File: src/hdl/dpl23_pkg.sv
// dpl23_pkg: constants for the downstream port L2/L3 power sequencer
// assumes a 10 MHz sys_clk and a plain strobe register port
`default_nettype none
package dpl23_pkg;
  localparam logic [11:0] ADDR_PWR_CTRL = 12'h09C;
  localparam logic [11:0] ADDR_IRQ_STAT = 12'h0A0;
  localparam logic [11:0] ADDR_IRQ_MASK = 12'h0A4;
  localparam logic [11:0] ADDR_LINK_PM  = 12'h0A8;
  // control register fields (offset 9C)
  localparam int BIT_ENTER_REQ = 0;
  localparam int BIT_PWR_OFF   = 1;
  localparam int BIT_RECOVER   = 2;
  localparam int BIT_IS_L23    = 8;
  localparam int BIT_PWR_IS_OFF = 9;
  localparam int BIT_BUSY      = 10;
  localparam int BIT_DEV_RST   = 11;
  // interrupt bits
  localparam int IRQ_ACK     = 0;
  localparam int IRQ_OFF     = 1;
  localparam int IRQ_UP      = 2;
  localparam int IRQ_W       = 3;
  localparam logic [2:0] IRQ_MASK_RST = 3'h0;
  // timing
  localparam int CLK_HZ          = 10_000_000;
  localparam int PWR_SETTLE_US   = 100;
  localparam int PWR_SETTLE_CYC  = PWR_SETTLE_US * (CLK_HZ / 1_000_000);
  localparam int DEV_RST_US      = 100;
  localparam int DEV_RST_CYC     = DEV_RST_US * (CLK_HZ / 1_000_000);
  localparam int L23_WAIT_US     = 10;
  localparam int L23_WAIT_CYC    = L23_WAIT_US * (CLK_HZ / 1_000_000);
  localparam int CNT_W           = 16;
  // link power states
  typedef enum logic [2:0] {
    DPL23_LS_L0   = 3'h0,
    DPL23_LS_L0S  = 3'h1,
    DPL23_LS_L1   = 3'h3,
    DPL23_LS_L23R = 3'h2,
    DPL23_LS_L3   = 3'h6
  } dpl23_link_e;
  // sequencer states, gray on each step from ON to RESET, not on RESET back to ON
  typedef enum logic [2:0] {
    DPL23_ST_ON      = 3'h0,
    DPL23_ST_WAITACK = 3'h1,
    DPL23_ST_L23     = 3'h3,
    DPL23_ST_OFF     = 3'h2,
    DPL23_ST_PWRUP   = 3'h6,
    DPL23_ST_RESET   = 3'h7
  } dpl23_state_e;
endpackage : dpl23_pkg
`default_nettype wire

File: src/hdl/dpl23_power_ctrl.sv
// dpl23_power_ctrl: per downstream port L2/L3 entry, power cut, recovery
// assumes link layer handshakes and external power module are outside
// Functional notes
// - the port sends a turn-off message to its own device alone.
// - after L2/L3 and a software command, the device's power is cut.
// - on software recovery power comes back first, then a device reset.
// - the downstream port holds the control register at offset 9Ch.
// - while the fundamental reset is low every function stays in reset.
// - link states L0, L0s, L1, L2/L3 ready and L3 with ASPM are supported.
`default_nettype none
module dpl23_power_ctrl
  import dpl23_pkg::*;
#(
  parameter int SETTLE_CYC = PWR_SETTLE_CYC,
  parameter int RESET_CYC  = DEV_RST_CYC,
  parameter int IDLE_CYC   = L23_WAIT_CYC
) (
  input  wire logic        sys_clk,
  input  wire logic        reset_n,
  input  wire logic [11:0] reg_addr,
  input  wire logic [31:0] reg_wdata,
  input  wire logic        reg_wr,
  input  wire logic        reg_rd,
  output logic      [31:0] reg_rdata,
  output logic             turnoff_msg,
  input  wire logic        turnoff_ack,
  input  wire logic        link_idle,
  output logic             pwr_en,
  output logic             dev_rst_n,
  output logic             aspm_en,
  output logic      [2:0]  link_state,
  output logic             irq
);
  // link_idle is a pin: three stages, change counted when 2 and 3 agree
  logic [2:0] idle_sync_q;
  logic       idle_q, idle_d;
  dpl23_state_e st_q, st_d;
  logic [CNT_W-1:0] cnt_q, cnt_d;
  logic [IRQ_W-1:0] stat_q, stat_d, mask_q, mask_d;
  logic aspm_q, aspm_d;
  dpl23_link_e ls_q, ls_d;
  logic [31:0] rdata_d;
  logic msg_d, pwr_d, rst_d, irq_d;
  logic [IRQ_W-1:0] ev;
  logic wr_ctrl, ack_ev;

  assign wr_ctrl = reg_wr && reg_addr == ADDR_PWR_CTRL;
  assign ack_ev  = st_q == DPL23_ST_WAITACK && turnoff_ack;

  always_comb begin
    st_d   = st_q;
    cnt_d  = cnt_q;
    ev     = '0;
    idle_d = (idle_sync_q[1] == idle_sync_q[2]) ? idle_sync_q[2] : idle_q;
    unique case (st_q)
      DPL23_ST_ON: begin
        if (wr_ctrl && reg_wdata[BIT_ENTER_REQ])
          st_d = DPL23_ST_WAITACK;
      end
      DPL23_ST_WAITACK: begin
        cnt_d = '0;
        if (ack_ev) begin
          st_d = DPL23_ST_L23;
          ev[IRQ_ACK] = 1'b1;
        end
      end
      DPL23_ST_L23: begin
        // link must stay electrically idle a while before power may go
        if (!idle_q)
          cnt_d = '0;
        else if (cnt_q < CNT_W'(IDLE_CYC))
          cnt_d = cnt_q + 1'b1;
        if (wr_ctrl && reg_wdata[BIT_PWR_OFF] &&
            cnt_q >= CNT_W'(IDLE_CYC)) begin
          st_d = DPL23_ST_OFF;
          ev[IRQ_OFF] = 1'b1;
        end
      end
      DPL23_ST_OFF: begin
        cnt_d = '0;
        if (wr_ctrl && reg_wdata[BIT_RECOVER])
          st_d = DPL23_ST_PWRUP;
      end
      DPL23_ST_PWRUP: begin
        cnt_d = cnt_q + 1'b1;
        if (cnt_q >= CNT_W'(SETTLE_CYC - 1)) begin
          cnt_d = '0;
          st_d  = DPL23_ST_RESET;
        end
      end
      DPL23_ST_RESET: begin
        cnt_d = cnt_q + 1'b1;
        if (cnt_q >= CNT_W'(RESET_CYC - 1)) begin
          cnt_d = '0;
          st_d  = DPL23_ST_ON;
          ev[IRQ_UP] = 1'b1;
        end
      end
      default: st_d = DPL23_ST_ON;
    endcase
  end

  always_comb begin
    msg_d  = st_d == DPL23_ST_WAITACK;
    pwr_d  = !(st_d == DPL23_ST_OFF);
    rst_d  = !(st_d == DPL23_ST_RESET || st_d == DPL23_ST_OFF ||
               st_d == DPL23_ST_PWRUP);
    aspm_d = aspm_q;
    mask_d = mask_q;
    if (reg_wr && reg_addr == ADDR_LINK_PM)
      aspm_d = reg_wdata[0];
    if (reg_wr && reg_addr == ADDR_IRQ_MASK)
      mask_d = reg_wdata[IRQ_W-1:0];
    // set wins over read clear
    stat_d = stat_q;
    if (reg_rd && reg_addr == ADDR_IRQ_STAT)
      stat_d = '0;
    stat_d = stat_d | ev;
    irq_d  = |(stat_d & mask_d);
    unique case (st_d)
      DPL23_ST_L23:  ls_d = DPL23_LS_L23R;
      DPL23_ST_OFF:  ls_d = DPL23_LS_L3;
      DPL23_ST_PWRUP, DPL23_ST_RESET: ls_d = DPL23_LS_L3;
      DPL23_ST_WAITACK: ls_d = DPL23_LS_L0;
      default: ls_d = aspm_d ? (idle_q ? DPL23_LS_L1 : DPL23_LS_L0S)
                             : DPL23_LS_L0;
    endcase
    rdata_d = '0;
    if (reg_rd) begin
      unique case (reg_addr)
        ADDR_PWR_CTRL: begin
          rdata_d[BIT_IS_L23]     = st_q == DPL23_ST_L23 ||
                                    st_q == DPL23_ST_OFF;
          rdata_d[BIT_PWR_IS_OFF] = !pwr_en;
          rdata_d[BIT_BUSY]       = st_q == DPL23_ST_WAITACK ||
                                    st_q == DPL23_ST_PWRUP;
          rdata_d[BIT_DEV_RST]    = !dev_rst_n;
        end
        ADDR_IRQ_STAT: rdata_d[IRQ_W-1:0] = stat_q;
        ADDR_IRQ_MASK: rdata_d[IRQ_W-1:0] = mask_q;
        ADDR_LINK_PM:  rdata_d[0] = aspm_q;
        default:       rdata_d = '0;
      endcase
    end
  end

  always_ff @(posedge sys_clk) begin
    idle_sync_q <= {idle_sync_q[1:0], link_idle};
    if (!reset_n) begin
      st_q        <= DPL23_ST_ON;
      cnt_q       <= '0;
      stat_q      <= '0;
      mask_q      <= IRQ_MASK_RST;
      aspm_q      <= 1'b0;
      ls_q        <= DPL23_LS_L0;
      idle_q      <= 1'b0;
      reg_rdata   <= '0;
      turnoff_msg <= 1'b0;
      pwr_en      <= 1'b1;
      dev_rst_n   <= 1'b0;
      irq         <= 1'b0;
    end else begin
      st_q        <= st_d;
      cnt_q       <= cnt_d;
      stat_q      <= stat_d;
      mask_q      <= mask_d;
      aspm_q      <= aspm_d;
      ls_q        <= ls_d;
      idle_q      <= idle_d;
      reg_rdata   <= rdata_d;
      turnoff_msg <= msg_d;
      pwr_en      <= pwr_d;
      dev_rst_n   <= rst_d;
      irq         <= irq_d;
    end
  end
  assign aspm_en    = aspm_q;
  assign link_state = ls_q;

  // power and reset ordering toward the device
  a_power_before_reset: assert property (@(posedge sys_clk)
    disable iff (!reset_n) $rose(dev_rst_n) |-> pwr_en)
    else $error("device reset released without power");

  a_off_needs_l23: assert property (@(posedge sys_clk)
    disable iff (!reset_n) $fell(pwr_en) |-> $past(st_q) == DPL23_ST_L23)
    else $error("power cut outside L2/L3");

  a_msg_until_ack: assert property (@(posedge sys_clk)
    disable iff (!reset_n) ack_ev |=> !turnoff_msg)
    else $error("turn-off message held after ack");

  a_off_holds_reset: assert property (@(posedge sys_clk)
    disable iff (!reset_n) !pwr_en |-> !dev_rst_n)
    else $error("device out of reset while unpowered");

  a_reset_in_reset: assert property (@(posedge sys_clk)
    !reset_n |=> !turnoff_msg && pwr_en && !dev_rst_n)
    else $error("outputs not in reset state");

  a_status_shows: assert property (@(posedge sys_clk)
    disable iff (!reset_n) reg_rd && reg_addr == ADDR_PWR_CTRL && !pwr_en
    |=> reg_rdata[BIT_PWR_IS_OFF])
    else $error("power off not reported");

  a_irq_level: assert property (@(posedge sys_clk)
    disable iff (!reset_n) ack_ev && mask_q[IRQ_ACK] |=> irq)
    else $error("acknowledge interrupt missing");

  a_l23_state: assert property (@(posedge sys_clk)
    disable iff (!reset_n) st_q == DPL23_ST_L23 |-> ##1
    link_state == DPL23_LS_L23R || st_q != DPL23_ST_L23)
    else $error("link state not L2/L3 ready");

  a_msg_only_waitack: assert property (@(posedge sys_clk)
    disable iff (!reset_n) turnoff_msg |-> st_q == DPL23_ST_WAITACK)
    else $error("turn-off message outside its wait");

  a_enter_starts_msg: assert property (@(posedge sys_clk)
    disable iff (!reset_n) st_q == DPL23_ST_ON && wr_ctrl &&
    reg_wdata[BIT_ENTER_REQ] |=> turnoff_msg)
    else $error("enter request sent no turn-off message");

  a_ack_to_l23: assert property (@(posedge sys_clk)
    disable iff (!reset_n) ack_ev |=> st_q == DPL23_ST_L23)
    else $error("acknowledge did not reach L2/L3");

  a_off_cmd_cuts: assert property (@(posedge sys_clk)
    disable iff (!reset_n) st_q == DPL23_ST_L23 && wr_ctrl &&
    reg_wdata[BIT_PWR_OFF] && cnt_q >= CNT_W'(IDLE_CYC)
    |=> !pwr_en)
    else $error("power-off command ignored");

  a_no_early_cut: assert property (@(posedge sys_clk)
    disable iff (!reset_n) st_q == DPL23_ST_L23 &&
    cnt_q < CNT_W'(IDLE_CYC) |=> pwr_en)
    else $error("power cut before link settled idle");

  a_recover_powers: assert property (@(posedge sys_clk)
    disable iff (!reset_n) st_q == DPL23_ST_OFF && wr_ctrl &&
    reg_wdata[BIT_RECOVER] |=> pwr_en && !dev_rst_n)
    else $error("recovery did not restore power under reset");

  a_pwrup_in_reset: assert property (@(posedge sys_clk)
    disable iff (!reset_n) st_q == DPL23_ST_PWRUP |-> !dev_rst_n)
    else $error("device reset released during power-up");

  a_reset_low_in_reset: assert property (@(posedge sys_clk)
    disable iff (!reset_n) st_q == DPL23_ST_RESET |-> !dev_rst_n && pwr_en)
    else $error("device reset phase wrong");

  a_release_ends_seq: assert property (@(posedge sys_clk)
    disable iff (!reset_n) $rose(dev_rst_n) |-> st_q == DPL23_ST_ON)
    else $error("device reset released mid sequence");

  // link state reporting
  a_unpowered_link: assert property (@(posedge sys_clk)
    disable iff (!reset_n) !pwr_en |-> link_state == DPL23_LS_L3)
    else $error("unpowered link not shown as L3");

  a_seq_link_l3: assert property (@(posedge sys_clk)
    disable iff (!reset_n) st_q == DPL23_ST_PWRUP ||
    st_q == DPL23_ST_RESET |-> link_state == DPL23_LS_L3)
    else $error("link not L3 while power returns");

  a_aspm_follows: assert property (@(posedge sys_clk)
    disable iff (!reset_n) reg_wr && reg_addr == ADDR_LINK_PM
    |=> aspm_en == $past(reg_wdata[0]))
    else $error("link power enable not written");

  // status, mask and read port
  a_stat_read_clears: assert property (@(posedge sys_clk)
    disable iff (!reset_n) reg_rd && reg_addr == ADDR_IRQ_STAT &&
    ev == '0 |=> stat_q == '0)
    else $error("status not cleared by read");

  a_stat_sticky: assert property (@(posedge sys_clk)
    disable iff (!reset_n) ev[IRQ_OFF] |=> stat_q[IRQ_OFF])
    else $error("power-off event not recorded");

  a_mask_write: assert property (@(posedge sys_clk)
    disable iff (!reset_n) reg_wr && reg_addr == ADDR_IRQ_MASK
    |=> mask_q == $past(reg_wdata[IRQ_W-1:0]))
    else $error("mask not written");

  a_rdata_one_cycle: assert property (@(posedge sys_clk)
    disable iff (!reset_n) !$past(reg_rd) |-> reg_rdata == '0)
    else $error("read data outside its cycle");

  a_irq_follows: assert property (@(posedge sys_clk)
    disable iff (!reset_n) irq == |(stat_q & mask_q))
    else $error("interrupt level disagrees with status");

  a_busy_shown: assert property (@(posedge sys_clk)
    disable iff (!reset_n) reg_rd && reg_addr == ADDR_PWR_CTRL &&
    st_q == DPL23_ST_WAITACK |=> reg_rdata[BIT_BUSY])
    else $error("busy not reported");

  a_l23_shown: assert property (@(posedge sys_clk)
    disable iff (!reset_n) reg_rd && reg_addr == ADDR_PWR_CTRL &&
    st_q == DPL23_ST_L23 |=> reg_rdata[BIT_IS_L23])
    else $error("L2/L3 not reported");

  // idle only moves once the last two stages agree
  a_idle_sync: assert property (@(posedge sys_clk)
    disable iff (!reset_n) $changed(idle_q)
    |-> $past(idle_sync_q[1]) == $past(idle_sync_q[2]))
    else $error("idle taken before synchroniser agreed");

  c_ack: cover property (@(posedge sys_clk) disable iff (!reset_n) ack_ev);
  c_off: cover property (@(posedge sys_clk) disable iff (!reset_n)
    $fell(pwr_en));
  c_recover: cover property (@(posedge sys_clk) disable iff (!reset_n)
    $rose(dev_rst_n) ##1 irq);
  c_refused_off: cover property (@(posedge sys_clk) disable iff (!reset_n)
    st_q == DPL23_ST_ON && wr_ctrl && reg_wdata[BIT_PWR_OFF]);
  c_aspm_low: cover property (@(posedge sys_clk) disable iff (!reset_n)
    link_state == DPL23_LS_L0S);
endmodule : dpl23_power_ctrl
`default_nettype wire

File: config.mk
export PLATFORM = sky130hd
export DESIGN_NAME = dpl23_power_ctrl
export DESIGN_NICKNAME = d
export VERILOG_FILES = /design/src/hdl/dpl23_pkg.sv /design/src/hdl/dpl23_power_ctrl.sv
export SDC_FILE = /design/constraint.sdc
export NUM_CORES = 1
export LEC_CHECK = 0
export BUFFER_PORTS_ARGS = -buffer_cell sky130_fd_sc_hd__buf_2
export CORE_UTILIZATION = 35
export CTS_CLUSTER_DIAMETER = 50
export CTS_CLUSTER_SIZE = 25
export DETAILED_ROUTE_END_ITERATION = 16
export HOLD_SLACK_MARGIN = 0.06
export SLEW_MARGIN = 20
export SYNTH_ARGS = -nofsm -noshare
export SYNTH_HDL_FRONTEND = slang
export SYNTH_SLANG_ARGS = --single-unit
File: constraint.sdc
create_clock -name sys_clk -period 1.9 [get_ports sys_clk]
set_input_delay 0.095 -clock sys_clk [delete_from_list [all_inputs] [get_ports sys_clk]]
set_output_delay 0.095 -clock sys_clk [all_outputs]
set_load 0.01 [all_outputs]
==> impl_metrics.py <==
metrics = {
    "detailed_routing": {
        "post_drt_wl_per_cell_um": 12.61,
        "finalWirelength_mm": 4.566,
        "detail_route.drc_violations": 0,
        "ant_nets": 0,
        "drtIter0Drc": 93,
        "routed-via-count": 1778,
        "viasPerCell": 4.912,
        "dr.pass1.iters": 4,
    },
    "timing": {
        "max-slew-margin-rel": 0.6237,
        "setup-tns-final_ps": 0,
        "timing.final.crit_share": 0.9627,
        "timing.final.crit_period_ps": 1829,
        "drv_slew": 0,
        "tightestPinTransition_ps": 563.8,
        "count_of_final_setup_violators": 0,
        "clock-skew-final_ps": 3.837,
        "rsz0062_at_grt": "yes",
        "finalHoldWorstSlack_ps": 100.5,
        "hold_viol": 0,
        "fmax_ghz": 0.5467,
    },
    "synth": {
        "synth-edff-count": 0,
        "synthFlopType": "sky130_fd_sc_hd__dfxtp_1",
        "synth_cell_types": 53,
        "synth.ff_latch_count": 44,
        "postSynth.asyncResetShare": 0,
        "syn_area_um2": 2245,
        "avgSynthCellArea_um2": 9.845,
        "synth-seq-area-share": 0.3924,
        "synth.yosys.warnings": 0,
        "postSynthCellCount": 228,
    },
    "clock_tree": {
        "clock_path_buffers": 2,
        "worst_setup_hold_path_clk_slew_ps": 70,
        "cts.root.buffer_cell": "sky130_fd_sc_hd__clkbuf_8",
        "clock_tree.htree_level_count": 2,
        "insertion_delay_ps": 300,
        "tritoncts.num_buffers": 5,
        "cts_tree": "done",
        "clock_sink_count": 44,
        "post-cts-setup-buffers": 0,
    },
    "die": {
        "die-width_um": 82.09,
        "placementRows": 28,
        "die_area_um2": 6738,
        "start_util": 0.3704,
        "die_height_um": 82.09,
        "io_pins": 90,
        "fp.coreArea_um2": 6061,
    },
    "placed_design": {
        "port_buffers": 35,
        "finalWeightedCongestion": 0.8096,
        "dp.final_hpwl_mm": 3.590,
    },
    "worst_hold_path": {
        "worst_hold_path.num_cells": 3,
        "destination_of_the_worst_hold_path": "mask_q[2]",
        "worstHoldStart": "reg_wdata[2]",
        "timing.hold.worst.class": "input port to register",
    },
    "worst_setup_path": {
        "rr_worst_depth": 8,
        "crit-reg2reg-launch": "cnt_q[0]",
        "required_ps": 2100,
        "worst_setup_sp_type": "register",
        "crit_path_max_fanout": 3,
        "ff2ff_setup_slack_ps": 70,
        "setup.worst_path.class": "register to register",
        "arrival_ps": 2030,
        "worstReg2RegEnd": "dev_rst_n",
        "endpoint_kind": "register",
    },
    "pwr": {
        "power_density_nw_per_um2": 610.4,
        "leakagePower_nw": 1.127,
        "post-layout-total-power_mw": 1.638,
        "ir_worst_vdd_mv": 0.3124,
    },
    "cells_and_area": {
        "antenna_cells_inserted": 0,
        "layout.nets": 339,
        "layout-area-overhead-vs-synth_pct": 19.51,
        "final_layout_size_suffix_gt1_frac": 0.3136,
    },
    "global_route": {
        "grt_start_max_net_pins": 13,
        "first_global_vias": 1599,
        "grt_antenna_before_repair": 0,
        "global_route_wire_length_before_repair_mm": 7.293,
        "globalRouteOverflowTotal": 0,
        "grt_use_total": 0.1452,
    },
    "run_status": {
        "run_status": "finished clean",
    },
    "flow_run": {
        "drv.max_cap_violation_count": 0,
    },
}
[Yosys cell counts, types with 3 or more instances]
master / instances / area share
sky130_fd_sc_hd__o21ai_0: 3 / 0.0067
sky130_fd_sc_hd__nand2_1: 8 / 0.013
sky130_fd_sc_hd__dfxtp_1: 44 / 0.39
sky130_fd_sc_hd__mux2i_1: 9 / 0.040
sky130_fd_sc_hd__a21oi_1: 9 / 0.020
sky130_fd_sc_hd__buf_2: 3 / 0.0067
sky130_fd_sc_hd__and2_1: 6 / 0.017
sky130_fd_sc_hd__buf_4: 26 / 0.087
sky130_fd_sc_hd__xnor2_1: 7 / 0.027
sky130_fd_sc_hd__and3_1: 6 / 0.017
sky130_fd_sc_hd__a2111oi_2: 4 / 0.027
sky130_fd_sc_hd__nor2_1: 32 / 0.054
sky130_fd_sc_hd__nand4_1: 7 / 0.020
sky130_fd_sc_hd__nor3_1: 3 / 0.0067
sky130_fd_sc_hd__inv_1: 7 / 0.012
sky130_fd_sc_hd__a31oi_1: 3 / 0.0084
[through the flow]
| stage | area, µm² | setup WS (ps) | std cells | util |
|---|---|---|---|---|
| final | 2683 | 70.85 | 362 | 0.4426 |
| after global placement | 2547 | 53.29 | 354 | 0.4203 |
| after CTS | 2654 | 1.822 | 362 | 0.4379 |
| after detailed placement | 2547 | 17.93 | 354 | 0.4203 |
| after global routing | 2683 | -50.33 | 362 | 0.4426 |
| after floorplan | 2335 | 137.4 | 252 | - |
[worst max path at each step]
stage	from	end	slack, ps	depth (start not counted)
after floorplan	cnt_q[0]	dev_rst_n	140	6
after global placement	cnt_q[0]	pwr_en	50	7
after global routing	cnt_q[0]	dev_rst_n	-50	9
final	cnt_q[0]	dev_rst_n	70	8
after CTS	cnt_q[0]	dev_rst_n	2	8
after detailed placement	cnt_q[0]	pwr_en	20	7
[repair_timing]
item                                    4_1_cts  5_1_grt
resized for setup                             0        5
endpoints found under the hold margin         1        0
pin swaps                                     1        3
hold buffers                                  1        0
endpoints found under the setup margin        1       21
[registers in the layout (all words and copies together), names as in the netlist]
name	flops
st_q	3
link_state	3
idle_q	1
idle_sync_q	3
pwr_en	1
cnt_q	16
reg_rdata	7
mask_q	3
turnoff_msg	1
dev_rst_n	1
aspm_en	1
irq	1
stat_q	3
[logic make-up (layout without fill, tap and decap cells)]
| logic type | count (synthesis) | in the layout | share of synthesized area |
|---|---|---|---|
| and+or+nand+nor | 84 | 84 | 0.2241 |
| DFF | 44 | 44 | 0.3924 |
| AOI/OAI and AO/OA | 42 | 42 | 0.1862 |
| buffers and inverters | 39 | 74 | 0.1171 |
| muxes | 9 | 9 | 0.04014 |
| xor gates and xnor gates | 7 | 7 | 0.02731 |
| adders and majority gates | 2 | 2 | 0.01115 |
| other | 1 | 25 | 0.001671 |
[critical path, stage by stage, from the launching register on]
cell,delay (ps)
sky130_fd_sc_hd__dfxtp_1,310
sky130_fd_sc_hd__ha_1,200
sky130_fd_sc_hd__a211oi_1,240
sky130_fd_sc_hd__buf_4,160
sky130_fd_sc_hd__nor3_4,40
sky130_fd_sc_hd__or2_4,250
sky130_fd_sc_hd__a31oi_2,230
sky130_fd_sc_hd__a311oi_1,120
sky130_fd_sc_hd__buf_4,160
[layout by cell type (no fill, tap or decap), types with 6 or more instances in the layout]
cell type                  synthesis  layout
sky130_fd_sc_hd__buf_4            26      24
sky130_fd_sc_hd__mux2i_1           9       9
sky130_fd_sc_hd__dfxtp_1          44      43
sky130_fd_sc_hd__conb_1            1      25
sky130_fd_sc_hd__and3_1            6       6
sky130_fd_sc_hd__nor2_1           32      31
sky130_fd_sc_hd__xnor2_1           7       7
sky130_fd_sc_hd__nand4_1           7       7
sky130_fd_sc_hd__inv_1             7       7
sky130_fd_sc_hd__a21oi_1           9       9
sky130_fd_sc_hd__clkbuf_8          0       7
sky130_fd_sc_hd__and2_1            6       6
sky130_fd_sc_hd__nand2_1           8       8
sky130_fd_sc_hd__buf_2             3      35
[where the power goes]
part | internal, mW | switching [mW] | leakage [nW]
clock | 0.324 | 0.296 | 0.0503
combinational | 0.0320 | 0.0564 | 0.720
sequential | 0.927 | 0.00275 | 0.357
[metal layers]
metal	routed length (µm)	GRT usage
met4	108	0.06667
met3	255	0.03333
met1	1958	0.1575
met5	0	0
met2	2242	0.2645
[cell type report]
cell class / count / area, µm²
clock buffer: 7 / 96.34
fill: 601 / 3378
inverter: 7 / 26.28
multi-input combinational: 169 / 1219
sequential: 44 / 882.1
tap: 75 / 93.84
timing repair buffer: 60 / 365.4
No activity file was read; power rests on OpenSTA's default activity.
